## src/design/svr_defines.svh

```systemverilog
// Constants for the supervisor: map, fields, reset values, timing
`ifndef SVR_DEFINES_SVH
`define SVR_DEFINES_SVH

// Clock rate and documented times
`define SVR_CLK_HZ 50000000
`define SVR_RST_TIME_MS 200
`define SVR_WD_TIME_MS 400
`define SVR_CYC_PER_MS (`SVR_CLK_HZ / 1000)

// Register byte offsets
`define SVR_OFS_CTRL 6'h00
`define SVR_OFS_STATUS 6'h04
`define SVR_OFS_INT_STAT 6'h08
`define SVR_OFS_INT_MASK 6'h0c
`define SVR_OFS_WD_ADJ 6'h10
`define SVR_OFS_RST_ADJ 6'h14

// Register select codes
`define SVR_SEL_CTRL 3'h0
`define SVR_SEL_STATUS 3'h1
`define SVR_SEL_INT_STAT 3'h2
`define SVR_SEL_INT_MASK 3'h3
`define SVR_SEL_WD_ADJ 3'h4
`define SVR_SEL_RST_ADJ 3'h5
`define SVR_SEL_NONE 3'h7

// Field positions
`define SVR_CTRL_WIN_BIT 0
`define SVR_EV_WD_BIT 0
`define SVR_EV_SUPPLY_BIT 1
`define SVR_EV_PF_BIT 2
`define SVR_EV_W 3

// Reset values
`define SVR_CTRL_RST 1'h0
`define SVR_MASK_RST 3'h0
`define SVR_ADJ_RST 32'h000f4240

// Window select codes and ratio shifts (8, 16, 64)
`define SVR_WSEL_DIS 2'h1
`define SVR_WSEL_R8 2'h0
`define SVR_WSEL_R16 2'h2
`define SVR_SHIFT_R8 3'h3
`define SVR_SHIFT_R16 3'h4
`define SVR_SHIFT_R64 3'h6

// AXI responses
`define SVR_RESP_OKAY 2'h0
`define SVR_RESP_SLVERR 2'h2

`endif

```

## src/design/svr_pkg.sv

```systemverilog
// Types shared by the supervisor design files
`default_nettype none
package svr_pkg;

  // Reset generator states, one-hot
  typedef enum logic [2:0] {
    ST_HOLD = 3'h1,
    ST_STRETCH = 3'h2,
    ST_RUN = 3'h4
  } rst_state_t;

endpackage : svr_pkg
`default_nettype wire

```

## src/design/supervisor_watchdog_reset.sv

```systemverilog
// Supervisor top: reset stretcher, watchdog, power-fail flag, AXI4-Lite
//
// Chosen here: the AXI4-Lite register port and the address map.
`timescale 1ns/10ps
`default_nettype none
`include "svr_defines.svh"

// Behaviour
// - Reset low while supply below threshold
// - Reset held one timeout after conditions end
// - Plain variant: kick edge each timeout else reset
// - Plain variant: edge or reset clears counter
// - Window variant: early or late edge resets
// - Window variant: counting starts after reset release
// - Window variant: valid edge or reset clears
// - Window variant: select straps set ratio; code 01 disables
// - Period strap high selects fixed watchdog timeout
// - Period strap high selects fixed reset timeout
// - Power-fail flag low while sense below threshold
// - Plain variant: disable input low turns watchdog off
// - Reset assertion clears watchdog counter
module supervisor_watchdog_reset #(
  parameter int unsigned CW = 32,
  parameter int unsigned RST_CYC = `SVR_RST_TIME_MS * `SVR_CYC_PER_MS,
  parameter int unsigned WD_CYC = `SVR_WD_TIME_MS * `SVR_CYC_PER_MS
) (
  // Clock and reset
  input wire logic CLK_I,
  input wire logic RST_N_I,
  // Analog comparator results
  input wire logic SUPPLY_BELOW_THRESH_I,
  input wire logic POWER_FAIL_SENSE_IN_BELOW_I,
  // Watchdog pins and straps
  input wire logic WATCHDOG_KICK_INPUT_I,
  input wire logic WINDOW_SELECT_BIT0_I,
  input wire logic WINDOW_SELECT_BIT1_I,
  input wire logic WATCHDOG_DISABLE_IN_I,
  input wire logic WATCHDOG_PERIOD_STRAP_I,
  input wire logic RESET_PERIOD_STRAP_I,
  // Supervisor outputs
  output logic RESET_N_O,
  output logic POWER_FAIL_FLAG_OUT_N_O,
  output logic IRQ_O,
  // AXI4-Lite write address and data
  input wire logic [5:0] AXI_AWADDR_I,
  input wire logic AXI_AWVALID_I,
  output logic AXI_AWREADY_O,
  input wire logic [31:0] AXI_WDATA_I,
  input wire logic [3:0] AXI_WSTRB_I,
  input wire logic AXI_WVALID_I,
  output logic AXI_WREADY_O,
  // AXI4-Lite write response
  output logic [1:0] AXI_BRESP_O,
  output logic AXI_BVALID_O,
  input wire logic AXI_BREADY_I,
  // AXI4-Lite read
  input wire logic [5:0] AXI_ARADDR_I,
  input wire logic AXI_ARVALID_I,
  output logic AXI_ARREADY_O,
  output logic [31:0] AXI_RDATA_O,
  output logic [1:0] AXI_RRESP_O,
  output logic AXI_RVALID_O,
  input wire logic AXI_RREADY_I
);

  // Timeouts must fit the counters; fast limit must stay above zero
  generate
    if (CW < 24 || CW > 32 || RST_CYC < 1 || WD_CYC < 128 ||
        RST_CYC > (64'h1 << CW) - 1 || WD_CYC > (64'h1 << CW) - 1)
    begin : g_bad_param
      $error("supervisor_watchdog_reset: unsupported parameters");
    end
  endgenerate

  // Address decode, shared by read and write paths
  function automatic logic [2:0] reg_sel(input logic [5:0] a);
    case (a)
      `SVR_OFS_CTRL: reg_sel = `SVR_SEL_CTRL;
      `SVR_OFS_STATUS: reg_sel = `SVR_SEL_STATUS;
      `SVR_OFS_INT_STAT: reg_sel = `SVR_SEL_INT_STAT;
      `SVR_OFS_INT_MASK: reg_sel = `SVR_SEL_INT_MASK;
      `SVR_OFS_WD_ADJ: reg_sel = `SVR_SEL_WD_ADJ;
      `SVR_OFS_RST_ADJ: reg_sel = `SVR_SEL_RST_ADJ;
      default: reg_sel = `SVR_SEL_NONE;
    endcase
  endfunction : reg_sel

  // Byte-lane merge of a write into an old word
  function automatic logic [31:0] merge(input logic [31:0] old,
                                        input logic [31:0] nw,
                                        input logic [3:0] strb);
    for (int i = 0; i < 4; i++) begin
      old[i*8 +: 8] = strb[i] ? nw[i*8 +: 8] : old[i*8 +: 8];
    end
    merge = old;
  endfunction : merge

  // Software state
  logic ctrl_ff; // Windowed variant when set
  logic [`SVR_EV_W-1:0] int_stat_ff; // Sticky events
  logic [`SVR_EV_W-1:0] int_mask_ff; // Interrupt enables
  logic [31:0] wd_adj_ff; // Capacitor-set watchdog timeout, cycles
  logic [31:0] rst_adj_ff; // Capacitor-set reset timeout, cycles
  // Bus holding state
  logic aw_full_ff;
  logic w_full_ff;
  logic [5:0] awaddr_ff;
  logic [31:0] wdata_ff;
  logic [3:0] wstrb_ff;
  logic do_write; // Both halves present, response slot free
  logic [31:0] wmerged; // Masked write data for W1C

  // Supervisor state
  svr_pkg::rst_state_t state_ff;
  svr_pkg::rst_state_t nxt_state;
  logic kick_prev_ff; // Kick pin one cycle ago
  logic [CW-1:0] rst_cnt; // Stretch counter
  logic [CW-1:0] wd_cnt; // Watchdog counter
  logic [CW-1:0] rst_len;
  logic [CW-1:0] wd_len;
  logic [CW-1:0] fast_len;
  logic [2:0] ratio_shift;
  logic [1:0] wsel;
  logic windowed;
  logic running;
  logic wd_en;
  logic kick_edge;
  logic wd_late;
  logic wd_early;
  logic wd_fault;
  logic wd_clear;
  logic stretch_done;
  logic [`SVR_EV_W-1:0] events;

  assign windowed = ctrl_ff;
  assign running = (state_ff == svr_pkg::ST_RUN);
  assign wsel = {WINDOW_SELECT_BIT1_I, WINDOW_SELECT_BIT0_I};
  assign kick_edge = WATCHDOG_KICK_INPUT_I ^ kick_prev_ff;

  // Strap high: fixed timeout; low: software stands in for the capacitor
  // fixed reset timeout
  assign rst_len = RESET_PERIOD_STRAP_I ? CW'(RST_CYC) : rst_adj_ff[CW-1:0];
  assign wd_len = WATCHDOG_PERIOD_STRAP_I ? CW'(WD_CYC) : wd_adj_ff[CW-1:0];

  // Window ratio and enable from straps or disable pin
  // ratio select and disable code
  always_comb begin
    case (wsel)
      `SVR_WSEL_R8: ratio_shift = `SVR_SHIFT_R8;
      `SVR_WSEL_R16: ratio_shift = `SVR_SHIFT_R16;
      default: ratio_shift = `SVR_SHIFT_R64;
    endcase
    // disable input applies to the plain variant
    wd_en = windowed ? (wsel != `SVR_WSEL_DIS) : WATCHDOG_DISABLE_IN_I;
  end

  assign fast_len = wd_len >> ratio_shift;

  // Late: counter ran to the slow limit with no edge
  // missing kick times out
  assign wd_late = ({1'b0, wd_cnt} + 1'b1 >= {1'b0, wd_len}) && !kick_edge;
  // early edge in the windowed variant
  assign wd_early = windowed && kick_edge && (wd_cnt < fast_len);
  assign wd_fault = running && wd_en && (wd_late || wd_early);
  // Counter idles at zero until reset is released
  // clear on edge or reset
  assign wd_clear = !running || !wd_en || kick_edge || wd_fault;
  assign stretch_done = ({1'b0, rst_cnt} + 1'b1 >= {1'b0, rst_len});

  // Watchdog counter
  svr_interval_timer #(.CW(CW)) u_wd_timer (
    .clk_i(CLK_I),
    .rst_n_i(RST_N_I),
    .clear_i(wd_clear),
    .count_o(wd_cnt)
  );

  // Reset stretch counter, runs only while stretching
  svr_interval_timer #(.CW(CW)) u_rst_timer (
    .clk_i(CLK_I),
    .rst_n_i(RST_N_I),
    .clear_i(state_ff != svr_pkg::ST_STRETCH),
    .count_o(rst_cnt)
  );

  // Reset sequencing; low supply overrides every state
  always_comb begin
    nxt_state = state_ff;
    case (state_ff)
      svr_pkg::ST_HOLD: nxt_state = svr_pkg::ST_STRETCH;
      svr_pkg::ST_STRETCH: begin
        if (stretch_done) begin
          nxt_state = svr_pkg::ST_RUN;
        end
      end
      // watchdog pulse uses the stretch timer
      svr_pkg::ST_RUN: begin
        if (wd_fault) begin
          nxt_state = svr_pkg::ST_STRETCH;
        end
      end
      default: nxt_state = svr_pkg::ST_HOLD;
    endcase
    if (SUPPLY_BELOW_THRESH_I) begin
      nxt_state = svr_pkg::ST_HOLD;
    end
  end

  // State, reset pin and kick history
  always_ff @(posedge CLK_I) begin
    if (!RST_N_I) begin
      state_ff <= svr_pkg::ST_HOLD;
      RESET_N_O <= 1'b0;
      kick_prev_ff <= 1'b0;
    end else begin
      state_ff <= nxt_state;
      RESET_N_O <= (nxt_state == svr_pkg::ST_RUN);
      kick_prev_ff <= WATCHDOG_KICK_INPUT_I;
    end
  end

  // Power-fail flag follows the comparator, one cycle late
  // flag low while sense below
  always_ff @(posedge CLK_I) begin
    if (!RST_N_I) begin
      POWER_FAIL_FLAG_OUT_N_O <= 1'b1;
    end else begin
      POWER_FAIL_FLAG_OUT_N_O <= !POWER_FAIL_SENSE_IN_BELOW_I;
    end
  end

  // Event sources for sticky status
  assign events[`SVR_EV_WD_BIT] = wd_fault;
  assign events[`SVR_EV_SUPPLY_BIT] = SUPPLY_BELOW_THRESH_I &&
                                      (state_ff != svr_pkg::ST_HOLD);
  assign events[`SVR_EV_PF_BIT] = POWER_FAIL_SENSE_IN_BELOW_I &&
                                  POWER_FAIL_FLAG_OUT_N_O;

  // Write path: halves taken in any order, one write outstanding
  assign do_write = aw_full_ff && w_full_ff && !AXI_BVALID_O;
  assign wmerged = merge(32'h0, wdata_ff, wstrb_ff);

  always_ff @(posedge CLK_I) begin
    if (!RST_N_I) begin
      aw_full_ff <= 1'b0;
      AXI_AWREADY_O <= 1'b1;
      awaddr_ff <= '0;
    end else if (AXI_AWVALID_I && AXI_AWREADY_O) begin
      aw_full_ff <= 1'b1;
      AXI_AWREADY_O <= 1'b0;
      awaddr_ff <= AXI_AWADDR_I;
    end else if (do_write) begin
      aw_full_ff <= 1'b0;
    end else if (AXI_BVALID_O && AXI_BREADY_I) begin
      AXI_AWREADY_O <= 1'b1;
    end
  end

  always_ff @(posedge CLK_I) begin
    if (!RST_N_I) begin
      w_full_ff <= 1'b0;
      AXI_WREADY_O <= 1'b1;
      wdata_ff <= '0;
      wstrb_ff <= '0;
    end else if (AXI_WVALID_I && AXI_WREADY_O) begin
      w_full_ff <= 1'b1;
      AXI_WREADY_O <= 1'b0;
      wdata_ff <= AXI_WDATA_I;
      wstrb_ff <= AXI_WSTRB_I;
    end else if (do_write) begin
      w_full_ff <= 1'b0;
    end else if (AXI_BVALID_O && AXI_BREADY_I) begin
      AXI_WREADY_O <= 1'b1;
    end
  end

  // Write response; unmapped or read-only targets answer SLVERR
  always_ff @(posedge CLK_I) begin
    if (!RST_N_I) begin
      AXI_BVALID_O <= 1'b0;
      AXI_BRESP_O <= `SVR_RESP_OKAY;
    end else if (do_write) begin
      AXI_BVALID_O <= 1'b1;
      AXI_BRESP_O <= (reg_sel(awaddr_ff) == `SVR_SEL_NONE ||
                      reg_sel(awaddr_ff) == `SVR_SEL_STATUS) ?
                     `SVR_RESP_SLVERR : `SVR_RESP_OKAY;
    end else if (AXI_BREADY_I) begin
      AXI_BVALID_O <= 1'b0;
    end
  end

  // Software-written configuration
  always_ff @(posedge CLK_I) begin
    if (!RST_N_I) begin
      ctrl_ff <= `SVR_CTRL_RST;
      int_mask_ff <= `SVR_MASK_RST;
      wd_adj_ff <= `SVR_ADJ_RST;
      rst_adj_ff <= `SVR_ADJ_RST;
    end else if (do_write) begin
      case (reg_sel(awaddr_ff))
        `SVR_SEL_CTRL: ctrl_ff <= wstrb_ff[0] ? wdata_ff[`SVR_CTRL_WIN_BIT]
                                              : ctrl_ff;
        `SVR_SEL_INT_MASK: int_mask_ff <= wstrb_ff[0] ?
                                          wdata_ff[`SVR_EV_W-1:0] :
                                          int_mask_ff;
        `SVR_SEL_WD_ADJ: wd_adj_ff <= merge(wd_adj_ff, wdata_ff, wstrb_ff);
        `SVR_SEL_RST_ADJ: rst_adj_ff <= merge(rst_adj_ff, wdata_ff,
                                              wstrb_ff);
        default: ctrl_ff <= ctrl_ff;
      endcase
    end
  end

  // Sticky status: a new event wins over a write-one clear
  always_ff @(posedge CLK_I) begin
    if (!RST_N_I) begin
      int_stat_ff <= '0;
    end else if (do_write && reg_sel(awaddr_ff) == `SVR_SEL_INT_STAT) begin
      int_stat_ff <= (int_stat_ff & ~wmerged[`SVR_EV_W-1:0]) | events;
    end else begin
      int_stat_ff <= int_stat_ff | events;
    end
  end

  // Level interrupt from unmasked sticky bits
  always_ff @(posedge CLK_I) begin
    if (!RST_N_I) begin
      IRQ_O <= 1'b0;
    end else begin
      IRQ_O <= |(int_stat_ff & int_mask_ff);
    end
  end

  // Read path: one read at a time, data one cycle after the address
  always_ff @(posedge CLK_I) begin
    if (!RST_N_I) begin
      AXI_ARREADY_O <= 1'b1;
      AXI_RVALID_O <= 1'b0;
      AXI_RDATA_O <= '0;
      AXI_RRESP_O <= `SVR_RESP_OKAY;
    end else if (AXI_ARVALID_I && AXI_ARREADY_O) begin
      AXI_ARREADY_O <= 1'b0;
      AXI_RVALID_O <= 1'b1;
      AXI_RRESP_O <= `SVR_RESP_OKAY;
      case (reg_sel(AXI_ARADDR_I))
        `SVR_SEL_CTRL: AXI_RDATA_O <= {31'h0, ctrl_ff};
        `SVR_SEL_STATUS: AXI_RDATA_O <= {28'h0, SUPPLY_BELOW_THRESH_I,
                                         wd_en, !POWER_FAIL_FLAG_OUT_N_O,
                                         !RESET_N_O};
        `SVR_SEL_INT_STAT: AXI_RDATA_O <= {29'h0, int_stat_ff};
        `SVR_SEL_INT_MASK: AXI_RDATA_O <= {29'h0, int_mask_ff};
        `SVR_SEL_WD_ADJ: AXI_RDATA_O <= wd_adj_ff;
        `SVR_SEL_RST_ADJ: AXI_RDATA_O <= rst_adj_ff;
        default: begin
          AXI_RDATA_O <= '0;
          AXI_RRESP_O <= `SVR_RESP_SLVERR;
        end
      endcase
    end else if (AXI_RVALID_O && AXI_RREADY_I) begin
      AXI_RVALID_O <= 1'b0;
      AXI_ARREADY_O <= 1'b1;
    end
  end
endmodule : supervisor_watchdog_reset
`default_nettype wire

```

## src/design/svr_interval_timer.sv

```systemverilog
// Saturating interval counter with synchronous clear
`timescale 1ns/10ps
`default_nettype none

module svr_interval_timer #(
  parameter int unsigned CW = 32
) (
  // Clock and reset
  input wire logic clk_i,
  input wire logic rst_n_i,
  // Control
  input wire logic clear_i,
  // Count
  output logic [CW-1:0] count_o
);

  // Narrow counters could not hold the timeouts
  generate
    if (CW < 8) begin : g_bad_width
      $error("svr_interval_timer: CW below 8");
    end
  endgenerate

  // Counts up, holds at all-ones so a long stall never wraps to zero
  always_ff @(posedge clk_i) begin
    if (!rst_n_i) begin
      count_o <= '0;
    end else if (clear_i) begin
      count_o <= '0;
    end else if (count_o != {CW{1'b1}}) begin
      count_o <= count_o + 1'b1;
    end
  end

endmodule : svr_interval_timer
`default_nettype wire

```

## config.mk

```make
export PLATFORM = sky130hd
export DESIGN_NAME = supervisor_watchdog_reset
export DESIGN_NICKNAME = d
export VERILOG_FILES = /design/src/design/svr_pkg.sv /design/src/design/supervisor_watchdog_reset.sv /design/src/design/svr_interval_timer.sv
export VERILOG_INCLUDE_DIRS = /design/src /design/src/design
export SDC_FILE = /design/constraint.sdc
export NUM_CORES = 1
export LEC_CHECK = 0
export BUFFER_PORTS_ARGS = -buffer_cell sky130_fd_sc_hd__buf_2
export CAP_MARGIN = 20
export CORE_UTILIZATION = 55
export DETAILED_ROUTE_END_ITERATION = 8
export HOLD_SLACK_MARGIN = 0.08
export PLACE_DENSITY = 0.77
export SLEW_MARGIN = 30
export SYNTH_ARGS = -nofsm -noshare
export SYNTH_HDL_FRONTEND = slang
export SYNTH_SLANG_ARGS = --single-unit
```

## constraint.sdc

```tcl
create_clock -name CLK_I -period 3.55 [get_ports CLK_I]
set_input_delay 0 -clock CLK_I [delete_from_list [all_inputs] [get_ports CLK_I]]
set_output_delay 0 -clock CLK_I [all_outputs]
set_load 0.02 [all_outputs]
```

After elaboration in Yosys (flattened, before gate mapping)
Index checks and enable logic that the tools add are counted.

Add/subtract/negate cells: 4. $mul: 0. Divide/modulo/power cells: 0. $lt $le $gt $ge: 3. Equality and inequality tests: 33. Shifts and indexed selects: 1. Muxes and demuxes: 33. Bitwise operators: 7. Reduce and logical (&&, ||, !) cells: 54.

Operator list (count): $pmux 32 s6 (1); $add 32x1->33 const B (2); $ge 33x32->1 (2); $add 32x1->32 const B (2); $mux 32 (2); $ne 32x32->1 const B (2); $pmux 3 s6 (2); $lt 32x32->1 (1); $shr 32x3->32 (1); $mux 3 (10); $reduce_and 3->1 (10); $eq 6x4->1 const B (4); $eq 6x5->1 const B (4); $eq 3x3->1 const B (7); $eq 3x2->1 const B (5); $logic_and 1x1->1 (15); $mux 1 (14); $eq 6x3->1 const B (2); $logic_not 6->1 (2); $reduce_bool 2->1 (6); $eq 3x1->1 const B (3); $pmux 3 s3 (1); $logic_not 1->1 (7); $and 3x3->3 (2); 17 further kinds (28).

Register bits: 227. Bits in latches: 0. Memory bits (writable): 0. Memory bits (read-only): 0. Bits of input ports: 63. Output and inout port bits: 44. Memories kept: 0.

Longest topological paths before layout
Depth after elaboration: 11. Gate-level depth with buffers: 17.

Hierarchy
From an unflattened synthesis, not the netlist that was laid out.

Cells, all modules: 1785. Area total of the unflattened synthesis: 13940.9 µm².

Modules (own cells, without submodules): supervisor_watchdog_reset (times used 1, cells each 1377, area each 10480.1 µm², sequential area each 3223.1 µm²); svr_interval_timer (times used 2, cells each 204, area each 1730.4 µm², sequential area each 640.6 µm²).

Least setup slack after synthesis
OpenSTA, ideal clock, no wires.

Path kind: reg2reg. From: register u_wd_timer.count_o[0]. To: register u_wd_timer.count_o[12]. Arrival time: 3.652 ns. Slack: -0.171 ns. Stages on the path, launching flop included: 18. Buffers on the path: 3. Cells stage by stage: dfxtp_1 -> ha_1 -> and2_1 -> nand4_2 -> nor2_1 -> clkbuf_1 -> nand3_1 -> xnor2_1 -> ha_1 -> a211oi_1 -> o21bai_1 -> nor4_1 -> nand4_1 -> a22o_1 -> or3_1 -> buf_6 -> buf_12 -> a21oi_2.

Cells in the longest elaborated chain, start to end: 7. Elaborated cells between the ends (all ways): 11. Those cells by class: add/sub (2); order compare (2); eq/ne (1); reduce/logical (6).

Ends and longest elaborated chain: from (decl) (RTL line svr_interval_timer.sv:14) `output logic [CW-1:0] count_o`; from (signal assigned) (RTL line svr_interval_timer.sv:31) `count_o <= count_o + 1'b1;`; $add 32x1->33 (RTL line supervisor_watchdog_reset.sv:161) `assign wd_late = ({1'b0, wd_cnt} + 1'b1 >= {1'b0, wd_len}) && !kick_edge;`; $ge 33x32->1 (RTL line supervisor_watchdog_reset.sv:161); $logic_and 1x1->1 (RTL line supervisor_watchdog_reset.sv:161); $logic_or 1x1->1 (RTL line supervisor_watchdog_reset.sv:164) `assign wd_fault = running && wd_en && (wd_late || wd_early);`; $logic_and 1x1->1 (RTL line supervisor_watchdog_reset.sv:164); $logic_or 1x1->1 (RTL line supervisor_watchdog_reset.sv:167) `assign wd_clear = !running || !wd_en || kick_edge || wd_fault;`; $reduce_or 2->1 (no line).

Parallel ways exist; a longest one is shown, timed or not. A chain may end at the register's enable or synchronous reset.

Worst setup path in the final report
From: register u_wd_timer.count_o[16]. To: register u_wd_timer.count_o[31].

The elaborated chain is that of the path after synthesis.

==> summary.md <==
| Metric | Value |
|---|---|
| Status | `completed` |
| Row count | `55` |
| Crit path kind | `reg2reg` |
| Routability cong. | `a little under 0.9` |
| Initial DRC count | `959` |
| Finished Cell Area | `between 0.015 and 0.02 mm2` |
| Dpl cell area | `0.0139 mm2` |
| Slew of the pin with the lowest slew margin | `825 ps` |
| Largest net degree at the start of global routing | `109` |
| Prevailing post-synth register cell | `dfxtp_1` |
| Sequential cell fraction of total power | `0.464` |
| Die area | `0.0237 mm2` |
| Share of layout cells above drive strength 1 | `0.184` |
| Drt first pass iters | `7` |
| Power Density | `360 mW/mm2` |
| WHS Endpoint | `wdata_ff[22]` |
| Synth cell types | `61` |
| ANT nets after route | `0` |
| Clock Power Share | `0.462` |
| Detailed Place HPWL | `25.2 mm` |
| Vias in the first global route | `between 10000 and 15000` |
| VDD IR max | `0.000391 V` |
| Slew headroom | `0.449` |
| Final min period | `3550 ps` |
| Max-cap violation count | `0` |
| Synth area leaders | `dfxtp_1 36%, ha_1 9.8%, a21oi_1 8.9%` |
| WL final | `approximately 37 mm` |
| Fraction of registers with async set or reset after synthesis | `0` |
| CP max-delay cell | `or3_4` |
| Initial antenna violation count | `0` |
| NumNets Final | `1978` |
| Chip Width | `~150 um` |
| Synth Instances | `1612` |
| Htree depth | `1` |
| Final period util | `0.999` |
| Clock transition at path regs | `~60 ps` |
| Worst Path Required | `4020 ps` |
| Worst skew pair latency | `roughly 540 ps` |
| Post-route DRC violation count | `0` |
| CTS Buf Count | `24` |
| FF/Latch Area | `0.00452 mm2` |
| Clock Tree Buf Depth | `3` |
| Overall power | `5.65 mW` |
| Boundary Pins | `107` |
| Flops & latches, synth | `225` |
| Final setup TNS | `0 ps` |
| Max Slew Vio Count | `0` |
| Via count | `about 13000` |
| CP Cell Sequence | `nand4_1 > or3_4 > nor3_4 > buf_6 > nand2_2 > xor2_1 > inv_1 > ha_2 > a211oi_2 > o21bai_2 > nor4_2 > nand4_1 > a22o_1 > or3_4 > buf_6 > buf_6 > a21oi_4` |
| Worst R2R End | `u_wd_timer.count_o[31]` |
| Hold/Removal Path Class | `in2reg` |
| Via density per instance | `5.94` |
| Worst Setup Start Kind | `flip-flop` |
| Synthesis-to-finish area growth | `23.8%` |
| P_leak | `6.71 nW` |
| Wire length per cell | `~18 um` |
| Post-synth EDFFs | `0` |
| Ys Warns | `0` |
| GR Util All Layers | `0.307` |
| Crit path top cell by count | `buf_6` |
| Switching pwr | `1.39 mW` |
| PortBufs | `104` |
| Area of the multi-input gates | `0.00782 mm2` |
| Antenna Cells | `0` |
| Starting Density | `0.560` |
| Fillers | `1762` |
| Synth Cell Area | `0.0127 mm2` |
| WHS Path Cells | `4` |
| RSZ-0062 raised after global routing | `true` |
| Crit-path max FO | `4` |
| First-pass GRT wire length | `59.1 mm` |
| Biggest area consumer among synthesized cells | `dfxtp_1` |
| Avg Cell Area, Syn | `7.87 um2` |
| Reg2Reg Launch Point | `u_wd_timer.count_o[16]` |
| WP buf/inv | `4` |
| Net Sw Frac | `0.247` |
| Crit path largest cell delay | `between 400 and 500 ps` |
| Grt ovf | `0` |
| Fmax | `282 MHz` |
| Worst R2R Path Depth | `17` |
| CTS Root Cell | `clkbuf_16` |
| Endpoints failing hold | `0` |
| Die height | `154 um` |
| Most frequent cells in the layout | `225 x nand2_1, 225 x a21oi_1, 213 x dfxtp_1` |
| Worst R2R Setup Slack | `5 ps` |
| CP endpoint kind | `flip-flop` |
| CP delay by family, top | `simple AND/OR/NAND/NOR gates` |
| Gate power share | `0.075` |
| CTS tree | `done` |
| Final setup viols | `0` |
| Layout Skew | `19.2 ps` |
| Int Pwr | `4.26 mW` |
| Core area | `0.0226 mm2` |
| Seq/Total Area, Yosys | `0.355` |
| Hold Crit Start | `AXI_WDATA_I[22]` |
| Top-area cell type share of the netlist area | `0.355` |
| CTS sink count | `225` |
| Arr. time, crit path | `4010 ps` |
==> per-stage QoR <==
step,utilization,worst slack (ps),instances,hold slack (ps)
finish,0.693,4.69,2119,271
global route,0.693,-150,2119,270
CTS,0.681,7.66,2115,240
detailed placement,0.613,-143,2003,195
global placement,0.613,-40.7,2003,194
floorplan,-,6.63,1615,61.9
==> worst max path at each step <==
stage / startpoint / end / depth (start not counted)
finish: u_wd_timer.count_o[16] / u_wd_timer.count_o[31] / 17
global route: u_wd_timer.count_o[16] / u_wd_timer.count_o[31] / 17
floorplan: u_wd_timer.count_o[13] / u_wd_timer.count_o[12] / 16
detailed placement: u_wd_timer.count_o[15] / u_wd_timer.count_o[3] / 16
global placement: u_wd_timer.count_o[15] / u_wd_timer.count_o[23] / 16
CTS: u_wd_timer.count_o[15] / u_wd_timer.count_o[22] / 14
==> cell families (layout without fill, tap and decap cells) <==
kind of cell	Yosys count	count (layout)	synth area share
other	2	5	0.000592
XOR/XNOR	63	63	0.0435
AO/OA/AOI/OAI	381	381	0.174
AND/OR/NAND/NOR	673	673	0.262
adder cells (fa/ha/maj)	99	99	0.0977
flip-flops	225	225	0.355
buffers and inverters	148	367	0.0501
multiplexers	21	21	0.0168
==> layer usage <==
metal  wire (um)  GRT usage
met4        1080     0.0938
met1       15000      0.390
met2       18200      0.542
met3        2870     0.0358
met5           0          0
==> flip-flops by register name, summed over array words and instances, names as in the netlist, 3 cells and up <==
signal	cells
wd_adj_ff	32
wstrb_ff	4
u_wd_timer.count_o	32
AXI_RDATA_O	32
int_stat_ff	3
awaddr_ff	6
u_rst_timer.count_o	32
wdata_ff	32
rst_adj_ff	32
int_mask_ff	3
state_ff	3
==> power by group through the flow <==
stage	sequential (mW)	clock, mW	combinational (mW)
floorplan	2.66	0	0.239
global placement	2.67	0	0.335
detailed placement	2.67	0	0.345
CTS	2.62	2.63	0.405
global route	2.62	2.73	0.462
finish	2.62	2.61	0.422
==> worst reg2reg max path: stages, from the launching register on <==
cell      delay (ps)
dfxtp_2          340
nand4_1          130
or3_4            430
nor3_4           220
buf_6            130
nand2_2           50
xor2_1           180
inv_1             70
ha_2             180
a211oi_2         200
o21bai_2         100
nor4_2           270
nand4_1          120
a22o_1           240
or3_4            450
buf_6            150
buf_6            120
a21oi_4          100
==> what timing repair did <==
item	in CTS	in global routing
gates cloned	1	0
hold buffers	66	0
setup buffers	1	4
hold endpoints to repair	75	0
pin swaps	1	21
endpoints found under the setup margin	32	36
gates resized for setup	4	61
==> synth_stat cells, types with 5 or more instances <==
cell type	n
nor2_4	19
nor3b_1	5
nand3_1	105
xnor2_1	36
xor2_1	27
ha_1	99
nor4_1	6
buf_1	12
nand4_1	31
dfxtp_1	225
nor2b_1	15
or3_1	5
o21bai_1	9
a21o_1	8
a21oi_2	11
a22oi_1	31
nor2_1	130
mux2i_1	19
nand2b_1	54
nor3_1	24
and3_1	18
o21ai_0	55
nand2_1	228
a211oi_1	13
o211ai_1	5
a21oi_1	225
and2_1	12
inv_1	59
clkbuf_1	66
and4_1	10
buf_6	5
==> area by class of cell <==
class / count / area share
Clock buffer: 26 / 0.0400
Clock inverter: 18 / 0.0128
Inverter: 59 / 0.0143
Multi-Input combinational cell: 1242 / 0.498
Sequential cell: 225 / 0.288
Tap cell: 285 / 0.0227
Timing Repair Buffer: 264 / 0.124
No activity file was read; power rests on OpenSTA's default activity.
